### config.mk
export PLATFORM = sky130hd
export DESIGN_NAME = ptg_top
export DESIGN_NICKNAME = d
export VERILOG_FILES = /design/src/hdl/ptg_pkg.sv /design/src/hdl/ptg_prescaler.sv /design/src/hdl/ptg_timebase.sv /design/src/hdl/ptg_top.sv
export SDC_FILE = /design/constraint.sdc
export NUM_CORES = 1
export LEC_CHECK = 0
export BUFFER_PORTS_ARGS = -buffer_cell sky130_fd_sc_hd__buf_2
export CELL_PAD_IN_SITES_DETAIL_PLACEMENT = 1
export CELL_PAD_IN_SITES_GLOBAL_PLACEMENT = 2
export CORE_MARGIN = 2
export CORE_UTILIZATION = 30
export CTS_CLUSTER_SIZE = 25
export DETAILED_ROUTE_END_ITERATION = 7
export PLACE_DENSITY = 0.67
export SYNTH_ARGS = -nofsm -noshare
export SYNTH_HDL_FRONTEND = slang
export SYNTH_SLANG_ARGS = --single-unit
### constraint.sdc
create_clock -name i_clock -period 11.9 [get_ports i_clock]
set_input_delay 0.595 -clock i_clock [delete_from_list [all_inputs] [get_ports i_clock]]
set_output_delay 0.595 -clock i_clock [all_outputs]
set_load 0.005 [all_outputs]
### src/hdl/ptg_pkg.sv
// Behaviour
// [RQ1] prescale codes 0..6 divide input clock by 1..64; code 7 reserved; resets to 1
// [RQ2] software changes prescale only while module enable is low
// [RQ3] software loads master period only within 0x0010..0xFFF8
// [RQ4] master period holds 16-bit period; bits 15..3 reset one, 2..0 zero
// [RQ5] special event compare keeps bits 15..3; bits 2..0 read zero
// [RQ6] software keeps master duty between 0x0008 and period minus 0x0008
// [RQ7] duty resolution may coarsen to 3 counts within 40 ns of edges
// [RQ8] fault, current-limit, trigger pending flags sit in control bits 15, 14, 13
// [RQ9] writing an enable bit zero disables that source and clears its flag; an event in the cycle of that write still sets the flag for one cycle
// [RQ10] each enabled source raises its interrupt request on its event
// [RQ11] service software clears generator flag and system interrupt flag
// [RQ12] independent time base set: own phase period; else master period
// [RQ13] master duty select set: master duty; else own primary and secondary duty
// [RQ14] dead-time field: 00 positive, 01 negative, 10 none, 11 reserved
// [RQ15] center-aligned enable acts only with independent time base set
// [RQ16] external reset bit with independent base: current-limit source restarts base
// [RQ17] external period reset needs current-limit mode zero and independent base; code gates on enable bit and independent base only
// [RQ18] immediate update set: duty applies at once; else at cycle boundary
// [RQ19] software changes base, duty select, center bits only while disabled
// [RQ20] unimplemented prescale bits 15..3 and control bits 5..3 read zero
// [RQ21] module enable runs the module when set and stops it when cleared
// [RQ22] master counter counts prescaled ticks zero to period, then restarts
package ptg_pkg;
  localparam logic [7:0] OFS_TIMEBASE_CTRL = 8'h00;
  localparam logic [7:0] OFS_PRESCALE = 8'h04;
  localparam logic [7:0] OFS_MASTER_PERIOD = 8'h08;
  localparam logic [7:0] OFS_SPECIAL_CMP = 8'h0C;
  localparam logic [7:0] OFS_MASTER_DUTY = 8'h10;
  localparam logic [7:0] OFS_GEN_CTRL = 8'h14;

  localparam int BIT_MODULE_ENABLE = 15;
  localparam int BIT_ITB = 9;
  localparam int BIT_MASTER_DUTY_SELECT = 8;
  localparam int BIT_DTC_LO = 6;
  localparam int BIT_CAM = 2;
  localparam int BIT_EXTERNAL_PERIOD_RESET_ENABLE = 1;
  localparam int BIT_IUE = 0;
  localparam int BIT_IEN_LO = 10;
  localparam int BIT_STAT_LO = 13;

  localparam logic [15:0] PERIOD_RST = 16'hFFF8;
  localparam logic [15:0] SPECIAL_CMP_MASK = 16'hFFF8;
  localparam logic [15:0] GEN_CTRL_RW_MASK = 16'h1FC7;
  localparam logic [2:0] PRESCALE_RESERVED = 3'h7;
  localparam logic [2:0] PRESCALE_MAX = 3'h6;

  localparam logic [1:0] DTC_POSITIVE = 2'h0;
  localparam logic [1:0] DTC_NEGATIVE = 2'h1;
  localparam logic [1:0] DTC_NONE = 2'h2;
  localparam logic [1:0] DTC_RESERVED = 2'h3;

  localparam logic [1:0] RESP_OKAY = 2'h0;
  localparam logic [1:0] RESP_SLVERR = 2'h2;

  localparam int CLOCK_MHZ = 250;
  localparam int RES_BAND_NS = 40;
  localparam logic [15:0] RES_BAND_COUNTS = 16'(RES_BAND_NS * CLOCK_MHZ / 1000);
  localparam logic [15:0] DUTY_COARSE_STEP = 16'h0003;

  typedef enum logic {TB_UP, TB_DOWN} ptg_dir_type;
endpackage

### src/hdl/ptg_prescaler.sv
`timescale 1ns/1ps
`default_nettype none
module ptg_prescaler #(
  parameter int DIV_W = 6
) (
  input wire logic i_clock,
  input wire logic i_nrst,
  input wire logic i_run,
  input wire logic [2:0] i_select,
  output logic o_tick
);
  import ptg_pkg::*;

  typedef struct packed {
    logic [DIV_W-1:0] cnt;
    logic tick;
  } ptg_presc_state_type;

  ptg_presc_state_type st_q, st_d;
  logic [DIV_W-1:0] limit;

  generate
    if (DIV_W < int'(PRESCALE_MAX)) begin : g_bad_width
      $error("ptg_prescaler: DIV_W too small for divide by 64");
    end
  endgenerate

  always_comb begin
    limit = DIV_W'(({{DIV_W{1'b0}}, 1'b1} << i_select) - 1'b1);
    st_d = st_q;
    st_d.tick = 1'b0;
    if (!i_run || i_select == PRESCALE_RESERVED) begin // RQ1
      st_d.cnt = '0;
    end else if (st_q.cnt >= limit) begin // RQ1
      st_d.cnt = '0;
      st_d.tick = 1'b1;
    end else begin
      st_d.cnt = st_q.cnt + 1'b1;
    end
  end

  always_ff @(posedge i_clock) begin
    if (!i_nrst) begin
      st_q <= '0;
    end else begin
      st_q <= st_d;
    end
  end

  assign o_tick = st_q.tick;
endmodule
`default_nettype wire

### src/hdl/ptg_timebase.sv
`timescale 1ns/1ps
`default_nettype none
module ptg_timebase #(
  parameter int CNT_W = 16
) (
  input wire logic i_clock,
  input wire logic i_nrst,
  input wire logic i_run,
  input wire logic i_tick,
  input wire logic [CNT_W-1:0] i_period,
  input wire logic i_center,
  input wire logic i_restart,
  output logic [CNT_W-1:0] o_count,
  output logic o_boundary
);
  import ptg_pkg::*;

  typedef struct packed {
    logic [CNT_W-1:0] count;
    logic boundary;
    ptg_dir_type dir;
  } ptg_tb_state_type;

  ptg_tb_state_type st_q, st_d;

  generate
    if (CNT_W < 4) begin : g_bad_width
      $error("ptg_timebase: CNT_W below 4");
    end
  endgenerate

  always_comb begin
    st_d = st_q;
    st_d.boundary = 1'b0;
    if (!i_run) begin // RQ21
      st_d.count = '0;
      st_d.dir = TB_UP;
    end else if (i_restart) begin // RQ16
      st_d.count = '0;
      st_d.dir = TB_UP;
      st_d.boundary = 1'b1;
    end else if (i_tick) begin
      case (st_q.dir)
        TB_UP: begin
          if (st_q.count >= i_period) begin
            if (i_center) begin // RQ15
              st_d.dir = TB_DOWN;
              st_d.count = st_q.count - 1'b1;
            end else begin // RQ22
              st_d.count = '0;
              st_d.boundary = 1'b1;
            end
          end else begin
            st_d.count = st_q.count + 1'b1; // RQ22
          end
        end
        TB_DOWN: begin
          if (st_q.count <= CNT_W'(1)) begin
            st_d.count = '0;
            st_d.dir = TB_UP;
            st_d.boundary = 1'b1;
          end else begin
            st_d.count = st_q.count - 1'b1;
          end
        end
        default: begin
          st_d.count = '0;
          st_d.dir = TB_UP;
        end
      endcase
    end
  end

  always_ff @(posedge i_clock) begin
    if (!i_nrst) begin
      st_q <= '0;
    end else begin
      st_q <= st_d;
    end
  end

  assign o_count = st_q.count;
  assign o_boundary = st_q.boundary;
endmodule
`default_nettype wire

### src/hdl/ptg_top.sv
// The placing of the registers and the AXI4-Lite slave port were chosen for this implementation.
`timescale 1ns/1ps
`default_nettype none
module ptg_top #(
  parameter int ADDR_W = 8,
  parameter int CNT_W = 16
) (
  input wire logic i_clock,
  input wire logic i_nrst,
  input wire logic i_s_axi_awvalid,
  output logic o_s_axi_awready,
  input wire logic [ADDR_W-1:0] i_s_axi_awaddr,
  input wire logic i_s_axi_wvalid,
  output logic o_s_axi_wready,
  input wire logic [31:0] i_s_axi_wdata,
  input wire logic [3:0] i_s_axi_wstrb,
  output logic o_s_axi_bvalid,
  input wire logic i_s_axi_bready,
  output logic [1:0] o_s_axi_bresp,
  input wire logic i_s_axi_arvalid,
  output logic o_s_axi_arready,
  input wire logic [ADDR_W-1:0] i_s_axi_araddr,
  output logic o_s_axi_rvalid,
  input wire logic i_s_axi_rready,
  output logic [31:0] o_s_axi_rdata,
  output logic [1:0] o_s_axi_rresp,
  input wire logic i_fault_event,
  input wire logic i_current_limit_event,
  input wire logic i_trigger_event,
  input wire logic [CNT_W-1:0] i_primary_phase_shift,
  input wire logic [CNT_W-1:0] i_primary_duty_cycle,
  input wire logic [CNT_W-1:0] i_secondary_duty_cycle,
  output logic [2:0] o_irq_request,
  output logic o_pwm_primary,
  output logic o_pwm_secondary,
  output logic [CNT_W-1:0] o_timebase_count,
  output logic o_cycle_boundary,
  output logic o_special_event,
  output logic [1:0] o_dead_time_mode,
  output logic o_center_aligned
);
  import ptg_pkg::*;

  typedef struct packed {
    logic awready;
    logic wready;
    logic arready;
    logic aw_got;
    logic w_got;
    logic [ADDR_W-1:0] awaddr;
    logic [15:0] wdata;
    logic [1:0] wstrb;
    logic bvalid;
    logic [1:0] bresp;
    logic rvalid;
    logic [31:0] rdata;
    logic [1:0] rresp;
    logic module_enable;
    logic [2:0] prescale;
    logic [15:0] period;
    logic [15:0] special_cmp;
    logic [15:0] master_duty;
    logic [15:0] genctl;
    logic [2:0] pending;
    logic [CNT_W-1:0] act_pri;
    logic [CNT_W-1:0] act_sec;
    logic pwm_pri;
    logic pwm_sec;
    logic [CNT_W-1:0] count_out;
    logic boundary_out;
    logic special_out;
    logic [1:0] dtc_out;
    logic center_out;
  } ptg_top_state_type;

  ptg_top_state_type st_q, st_d;
  logic tick, mst_boundary, gen_boundary, gen_restart, wr_fire, independent_timebase_sel, sel_boundary;
  logic [CNT_W-1:0] mst_count, gen_count, sel_count, sel_period, src_pri, src_sec;
  logic [2:0] events;

  generate
    if (ADDR_W < 5 || CNT_W != 16) begin : g_bad_param
      $error("ptg_top: ADDR_W must be 5 or more and CNT_W 16");
    end
  endgenerate

  function automatic logic at(input logic [ADDR_W-1:0] addr, input logic [7:0] ofs);
    at = {addr[ADDR_W-1:2], 2'b00} == ADDR_W'(ofs);
  endfunction

  function automatic logic [15:0] merge(input logic [15:0] old, input logic [15:0] data, input logic [1:0] strb);
    merge = {strb[1] ? data[15:8] : old[15:8], strb[0] ? data[7:0] : old[7:0]};
  endfunction

  // near either edge of the period the edge placement loses its finest steps
  function automatic logic [15:0] coarse(input logic [15:0] duty, input logic [15:0] per);
    logic [15:0] rem;
    rem = duty % DUTY_COARSE_STEP;
    if (duty < RES_BAND_COUNTS || {1'b0, duty} + {1'b0, RES_BAND_COUNTS} > {1'b0, per}) begin // RQ7
      coarse = duty - rem;
    end else begin
      coarse = duty;
    end
  endfunction

  ptg_prescaler #(
    .DIV_W(6)
  ) u_prescaler (
    .i_clock(i_clock),
    .i_nrst(i_nrst),
    .i_run(st_q.module_enable),
    .i_select(st_q.prescale),
    .o_tick(tick)
  );

  ptg_timebase #(
    .CNT_W(CNT_W)
  ) u_master_tb (
    .i_clock(i_clock),
    .i_nrst(i_nrst),
    .i_run(st_q.module_enable),
    .i_tick(tick),
    .i_period(st_q.period),
    .i_center(1'b0),
    .i_restart(1'b0),
    .o_count(mst_count),
    .o_boundary(mst_boundary)
  );

  ptg_timebase #(
    .CNT_W(CNT_W)
  ) u_gen_tb (
    .i_clock(i_clock),
    .i_nrst(i_nrst),
    .i_run(st_q.module_enable && independent_timebase_sel),
    .i_tick(tick),
    .i_period(i_primary_phase_shift),
    .i_center(st_q.genctl[BIT_CAM]), // RQ15
    .i_restart(gen_restart),
    .o_count(gen_count),
    .o_boundary(gen_boundary)
  );

  assign independent_timebase_sel = st_q.genctl[BIT_ITB];
  assign gen_restart = st_q.genctl[BIT_EXTERNAL_PERIOD_RESET_ENABLE] && independent_timebase_sel && i_current_limit_event; // RQ16
  assign sel_count = independent_timebase_sel ? gen_count : mst_count; // RQ12
  assign sel_boundary = independent_timebase_sel ? gen_boundary : mst_boundary; // RQ12
  assign sel_period = independent_timebase_sel ? i_primary_phase_shift : st_q.period; // RQ12
  assign src_pri = st_q.genctl[BIT_MASTER_DUTY_SELECT] ? st_q.master_duty : i_primary_duty_cycle; // RQ13
  assign src_sec = st_q.genctl[BIT_MASTER_DUTY_SELECT] ? st_q.master_duty : i_secondary_duty_cycle; // RQ13
  assign events = {i_fault_event, i_current_limit_event, i_trigger_event};
  assign wr_fire = st_q.aw_got && st_q.w_got && !st_q.bvalid;

  always_comb begin
    st_d = st_q;
    if (i_s_axi_awvalid && st_q.awready) begin
      st_d.aw_got = 1'b1;
      st_d.awaddr = i_s_axi_awaddr;
    end
    if (i_s_axi_wvalid && st_q.wready) begin
      st_d.w_got = 1'b1;
      st_d.wdata = i_s_axi_wdata[15:0];
      st_d.wstrb = i_s_axi_wstrb[1:0];
    end
    if (st_q.bvalid && i_s_axi_bready) begin
      st_d.bvalid = 1'b0;
    end
    if (wr_fire) begin
      st_d.aw_got = 1'b0;
      st_d.w_got = 1'b0;
      st_d.bvalid = 1'b1;
      st_d.bresp = RESP_OKAY;
      if (at(st_q.awaddr, OFS_TIMEBASE_CTRL)) begin
        if (st_q.wstrb[1]) begin
          st_d.module_enable = st_q.wdata[BIT_MODULE_ENABLE]; // RQ21
        end
      end else if (at(st_q.awaddr, OFS_PRESCALE)) begin
        if (st_q.wstrb[0]) begin
          st_d.prescale = st_q.wdata[2:0]; // RQ1
        end
      end else if (at(st_q.awaddr, OFS_MASTER_PERIOD)) begin
        st_d.period = merge(st_q.period, st_q.wdata, st_q.wstrb); // RQ4
      end else if (at(st_q.awaddr, OFS_SPECIAL_CMP)) begin
        st_d.special_cmp = merge(st_q.special_cmp, st_q.wdata, st_q.wstrb) & SPECIAL_CMP_MASK; // RQ5
      end else if (at(st_q.awaddr, OFS_MASTER_DUTY)) begin
        st_d.master_duty = merge(st_q.master_duty, st_q.wdata, st_q.wstrb);
      end else if (at(st_q.awaddr, OFS_GEN_CTRL)) begin
        st_d.genctl = merge(st_q.genctl, st_q.wdata, st_q.wstrb) & GEN_CTRL_RW_MASK; // RQ20
      end else begin
        st_d.bresp = RESP_SLVERR;
      end
    end
    // an event in the cycle of a disabling write still lands
    for (int i = 0; i < 3; i++) begin
      st_d.pending[i] = (st_q.pending[i] && st_d.genctl[BIT_IEN_LO + i]) // RQ9
          || (events[i] && st_q.genctl[BIT_IEN_LO + i]); // RQ8 RQ10
    end
    if (st_q.rvalid && i_s_axi_rready) begin
      st_d.rvalid = 1'b0;
    end
    if (i_s_axi_arvalid && st_q.arready) begin
      st_d.rvalid = 1'b1;
      st_d.rresp = RESP_OKAY;
      st_d.rdata = '0;
      if (at(i_s_axi_araddr, OFS_TIMEBASE_CTRL)) begin
        st_d.rdata[BIT_MODULE_ENABLE] = st_q.module_enable;
      end else if (at(i_s_axi_araddr, OFS_PRESCALE)) begin
        st_d.rdata[2:0] = st_q.prescale; // RQ20
      end else if (at(i_s_axi_araddr, OFS_MASTER_PERIOD)) begin
        st_d.rdata[15:0] = st_q.period;
      end else if (at(i_s_axi_araddr, OFS_SPECIAL_CMP)) begin
        st_d.rdata[15:0] = st_q.special_cmp; // RQ5
      end else if (at(i_s_axi_araddr, OFS_MASTER_DUTY)) begin
        st_d.rdata[15:0] = st_q.master_duty;
      end else if (at(i_s_axi_araddr, OFS_GEN_CTRL)) begin
        st_d.rdata[15:0] = st_q.genctl | {st_q.pending, 13'h0000}; // RQ8
      end else begin
        st_d.rresp = RESP_SLVERR;
      end
    end
    st_d.awready = !st_d.aw_got && !st_d.bvalid;
    st_d.wready = !st_d.w_got && !st_d.bvalid;
    st_d.arready = !st_d.rvalid;
    // staged duty values move only at the boundary unless updates are immediate
    if (st_q.genctl[BIT_IUE] || sel_boundary) begin // RQ18
      st_d.act_pri = src_pri;
      st_d.act_sec = src_sec;
    end
    st_d.pwm_pri = st_q.module_enable && sel_count < coarse(st_q.act_pri, sel_period);
    st_d.pwm_sec = st_q.module_enable && sel_count < coarse(st_q.act_sec, sel_period);
    st_d.count_out = sel_count;
    st_d.boundary_out = sel_boundary;
    st_d.special_out = st_q.module_enable && tick && mst_count == st_q.special_cmp;
    // reserved dead-time code is treated as no dead time
    st_d.dtc_out = st_q.genctl[BIT_DTC_LO +: 2] == DTC_RESERVED ? DTC_NONE : st_q.genctl[BIT_DTC_LO +: 2]; // RQ14
    st_d.center_out = st_q.genctl[BIT_CAM] && independent_timebase_sel; // RQ15
  end

  always_ff @(posedge i_clock) begin
    if (!i_nrst) begin
      st_q <= '0;
      st_q.period <= PERIOD_RST; // RQ4
    end else begin
      st_q <= st_d;
    end
  end

  assign o_s_axi_awready = st_q.awready;
  assign o_s_axi_wready = st_q.wready;
  assign o_s_axi_bvalid = st_q.bvalid;
  assign o_s_axi_bresp = st_q.bresp;
  assign o_s_axi_arready = st_q.arready;
  assign o_s_axi_rvalid = st_q.rvalid;
  assign o_s_axi_rdata = st_q.rdata;
  assign o_s_axi_rresp = st_q.rresp;
  assign o_irq_request = st_q.pending;
  assign o_pwm_primary = st_q.pwm_pri;
  assign o_pwm_secondary = st_q.pwm_sec;
  assign o_timebase_count = st_q.count_out;
  assign o_cycle_boundary = st_q.boundary_out;
  assign o_special_event = st_q.special_out;
  assign o_dead_time_mode = st_q.dtc_out;
  assign o_center_aligned = st_q.center_out;
endmodule
`default_nettype wire

# == Word level (Yosys, flattened, before mapping) ==
# Cells that the tools add are included.
# totals
ff_bits,213
input_bits,110
out_inout_bits,67
word_cells,204
# classes
addsub,10
div,2
magnitude_cmp,11
eq_ne,13
shifts,1
muxes,59
bitwise_logic,10
reduce_logical,55
# op_table
op,count
2-to-1 mux 16 bit,15
2-to-1 mux 13 bit,8
case mux 18 bit (2 select lines),2
2-to-1 mux 2 bit,19
2-to-1 mux 35 bit,1
"adder 16 x 4 -> 17 bit, second input constant",2
greater-than comparator 17 x 16 -> 1 bit,2
"adder 16 x 1 -> 16 bit, second input constant",2
>= comparator 16 bit,2
"less-or-equal comparator 16 x 1 -> 1 bit, second input constant",2
less-than comparator 16 bit,2
"less-than comparator 16 x 4 -> 1 bit, second input constant",2
"modulo 16 x 2 -> 16 bit, second input constant",2
"subtractor 16 x 1 -> 16 bit, second input constant",2
subtractor 16 bit,2
"== test 6 x 2 -> 1 bit, second input constant",4
"== test 6 x 3 -> 1 bit, second input constant",4
logical AND 1 bit,23
2-to-1 mux 17 bit,1
== test 16 bit,1
OR 13 x 16 -> 16 bit,1
AND reduction 8 bit,2
AND reduction 7 bit,2
"== test 6 x 1 -> 1 bit, second input constant",2
21 further kinds,56

# == Longest topological paths before layout ==
# depth
depth_word,10
ltp_mapped,48
depth_no_buf,43

# == Modules after synthesis ==
# From an unflattened synthesis, not the netlist that was laid out.
# unflattened
hier_cells,2248
hier_area_um2,18296.3
# modules_own_cells
mod,instances,cells_per_inst,area_per_inst_um2,seq_area_each_um2
ptg_top,1,1680,13922.1,3323.2
ptg_timebase,2,258,1954.4,360.3
ptg_prescaler,1,52,465.4,140.1

# == Worst setup path after synthesis ==
# Ideal clock, no wire load.
# synth_timing
path_kind,register to register
from,register st_q[34] (netlist name)
to,register st_q (netlist bit o_pwm_secondary)
setup_ps,60
arrival_time_ps,8073
t_required_ps,11840
setup_slack_ps,3767
path_stages_with_launch,46
n_path_buf,3
synth_period_minus_slack_ps,8133
path_cell_list,dfxtp_1 buf_2 buf_2 and3b_1 a211o_1 a22oi_2 and2_1 buf_6 mux2_4 a211oi_4 nor2_1 mux2_2 a221o_1 xor2_1 nor2_1 o211ai_1 o21ai_0 ha_1 [10 not listed] o21ai_0 nand2b_1 a21oi_1 o21ai_0 a21o_1 a21o_1 a21o_1 a21o_1 a21o_1 a21oi_1 xnor2_1 nor2_1 a21oi_1 ha_1 nand4_1 nor2_1 a211oi_1 and3_1
# synth_between
elab_chain_cells,6
word_cells_on_any_way,9
classes_between,add/sub (2); div (1); order compare (3); mux (1); reduce/logical (2)
# synth_lines
item,line,text
start: declaration,ptg_top.sv:76,"ptg_top_state_type st_q, st_d;"
start signal: assignment,ptg_top.sv:244,st_q <= st_d;
"parallel branches: the longest is 3 deep, another holds modulo 16 x 2 -> 16 bit",--,
2-to-1 mux 16 bit *,ptg_top.sv:99,"if (duty < RES_BAND_COUNTS || {1'b0, duty} + {1'b0, RES_BAND_COUNTS} > {1'b0, per}) begin"
less-than comparator 16 bit *,ptg_top.sv:230,"st_d.pwm_sec = st_q.module_enable && sel_count < coarse(st_q.act_sec, sel_period);"
logical AND 1 bit *,ptg_top.sv:230,
# Every way passes the cells marked *.
# A chain may end at the register's enable or synchronous reset.

# == Worst setup path in the final report ==
# Same ends and word-level chain as after synthesis.

==> out/metrics.csv <==
metric;value;unit
first-pass GRT wire length;99300;µm
max-cap viol count;0;
initial antenna violation count;1;
Critical Path Max Stage Delay;820;ps
Boundary Pins;177;
Inst Count DP;2957;
die area;60800;µm²
DRT iter0 DRCs;968;
mapped cell area;17700;µm²
Slew Limit Fails;0;
register area share after synthesis;0.237;
core area;57900;µm²
CTS tree;built;
critical path buffer and inverter count;2;
Num CTS Buffers;29;
synth cell count leaders;dfxtp_1 (209), nand2_1 (207), ha_1 (147);
drc violations;0;
r2r endpoint;o_pwm_secondary$_SDFF_PN0_;
Avg Inst Size Synth;7.92;µm²
Yosys warning count;0;
hold_buf cts;0;
r2r setup slk;1640;ps
post-synth top area cell;dfxtp_1;
Sink Count;209;
Static Leak;0.00851;µW
largest cells by area after synthesis;dfxtp_1 (24%), ha_1 (10%), mux2i_1 (5.8%);
Vias/cell;5.41;
clk slew on worst S/H paths;60;ps
Least-Margin Pin Slew;1230;ps
synthesis-stage register bit count;209;
Post-CTS Resized;0;
die width;247;µm
VDD IR-drop max;111;µV
global route overflow;0;
clk_lat worst skew;610;ps
WHS Path Cells;3;
CP top delay family;compound AO/OA/AOI/OAI gates;
Tmin final;10260;ps
CP endpoint kind;flip-flop;
period utilization;0.862;
final non-filler cell total;3012;
CP Max Fanout;19;
post-CTS setup buffer count;0;
launch point of the worst reg-to-reg path;st_q[34]$_SDFFE_PN0P_;
Hold WS;274;ps
P_int;1280;µW
fmax;97.5;MHz
Fillers;7047;
Final Hold Vio Count;0;
crit path kind;flip-flop to flip-flop;
Slew headroom;0.175;
Vert. Die Dim;247;µm
Tot GR Track Use;0.209;
Hold Startpoint;i_s_axi_wdata[12];
fin worst setup slack;1640;ps
hpwl dp;49900;µm
clk_skew;40.6;ps
number of global-route vias before repair;16449;
DR WL/cell;21.5;µm
Hold Crit Endpoint;st_q[178]$_SDFFE_PN0P_;
Clock Power Share;0.539;
CP required;12440;ps
Sw Ratio;0.250;
area delta synth->final;10.4;%
H-Tree Depth;1;
Post-synth EDFFs;0;
outcome;finished clean;
Cell Pwr Density;87.8;nW/µm²
Arrival @ worst endpoint;10800;ps
CP startpoint kind;flip-flop;
Via Count;16295;
I/O Buffers;136;
Detail Route Antenna Nets;0;
Critical-path top delay cell;dfxtp_1;
combinational share of power;0.042;
largest net degree at the start of global routing;105;
switching power total;428;µW
top_reg_cell synth;dfxtp_1;
Util after Layout;0.337;
RSZ-0062 raised after global routing;no;
Worst Reg-to-Reg Cells;43;
Mapped Cells;2228;
Routed WL;64600;µm
Post-synth ARST share;0;
fraction of layout cells with a size suffix above 1;0.116;
row cnt;88;
synth unique cells;92;
CTS Root Cell;clkbuf_16;
leading cell type by number of instances after synthesis;dfxtp_1;
total negative slack;0;ps
Final nets;2482;
DRT Pass-1 Iters;5;
share of the synthesized area in the top cell type;0.237;
CTS Buffer Depth;3;
worst hold path class;primary input to flip-flop;
dpl ws;1710;ps
sequential fraction of design power;0.418;
RD Place Congestion;0.832;
Final Setup Violations;0;
initial core utilization;0.305;
## power by group through the flow
stage | combinational [µW] | sequential, µW | clock, µW
floorplan | 43.3 | 727 | 0
global placement | 71.7 | 732 | 0
detailed placement | 72.5 | 732 | 0
CTS | 72.9 | 717 | 948
global route | 80.3 | 717 | 971
finish | 72.6 | 717 | 923
## registers in the layout, summed over array words and instances, names as in the netlist, 2 cells and up
register and flops:
st_q 116, o_s_axi_rdata 16, o_timebase_count 16, u_gen_tb.o_count 16, u_master_tb.o_count 16, u_prescaler.st_q 6, o_irq_request 3, o_dead_time_mode 2
## per-stage QoR
| stage | instance area, µm² | power [µW] |
|---|---|---|
| CTS | 19500 | 1740 |
| floorplan | 17700 | 771 |
| global placement | 18500 | 804 |
| global route | 19500 | 1770 |
| detailed placement | 18500 | 804 |
| finish | 19500 | 1710 |
## area by class of cell
cell class                      count  area, µm²  area share
Antenna cell                        1       2.50    0.000128
Timing Repair Buffer              151        796      0.0408
Multi-Input combinational cell   1749      12200       0.628
Clock inverter                     22        246      0.0126
Clock buffer                       32        757      0.0388
Sequential cell                   209       4190       0.215
Inverter                           83        312      0.0160
Tap cell                          765        957      0.0491
## per-layer routing
metal	vias up	GRT usage	wire length, µm
met3	62	0.0214	2140
met4	2	0.0393	1220
met5	-	0	13
li1	7976	-	-
met2	267	0.334	28600
met1	7988	0.304	32700
## worst max path at each step
stage | startpoint | slack, ps | endpoint | cells past startpoint
after floorplan | st_q[34]$_SDFFE_PN0P_ | 3770 | o_pwm_secondary$_SDFF_PN0_ | 45
after global placement | st_q[34]$_SDFFE_PN0P_ | 1880 | o_pwm_secondary$_SDFF_PN0_ | 43
after detailed placement | st_q[34]$_SDFFE_PN0P_ | 1710 | o_pwm_secondary$_SDFF_PN0_ | 43
after CTS | st_q[34]$_SDFFE_PN0P_ | 1670 | o_pwm_secondary$_SDFF_PN0_ | 43
after global routing | st_q[34]$_SDFFE_PN0P_ | 730 | o_pwm_secondary$_SDFF_PN0_ | 43
final | st_q[34]$_SDFFE_PN0P_ | 1640 | o_pwm_secondary$_SDFF_PN0_ | 43
## worst register-to-register path, delay by kind of cell (launching register included)
kind,cells,cell delay [ps]
and+or+nand+nor,12,2350
buffers and inverters,2,320
xor gates and xnor gates,2,350
AOI/OAI and AO/OA,23,5090
DFF,1,820
adders and majority gates,4,1270
## cells in the final DEF, fill, tap and decap left out, types with 81 or more instances in the layout
master / n
buf_2: 135
nor2_1: 137
ha_1: 147
nor2b_1: 85
mux2i_1: 103
nand2_1: 207
inv_1: 81
dfxtp_1: 206
a21oi_1: 114
o21ai_0: 112
## logic make-up after synthesis
group	share of synthesized area
AOI/OAI and AO/OA	0.243
xor gates and xnor gates	0.0466
adders and majority gates	0.106
buffers and inverters	0.0748
DFF	0.237
muxes	0.0758
other	0.000212
and+or+nand+nor	0.216
Note: power is estimated with default switching activity, not from simulation.
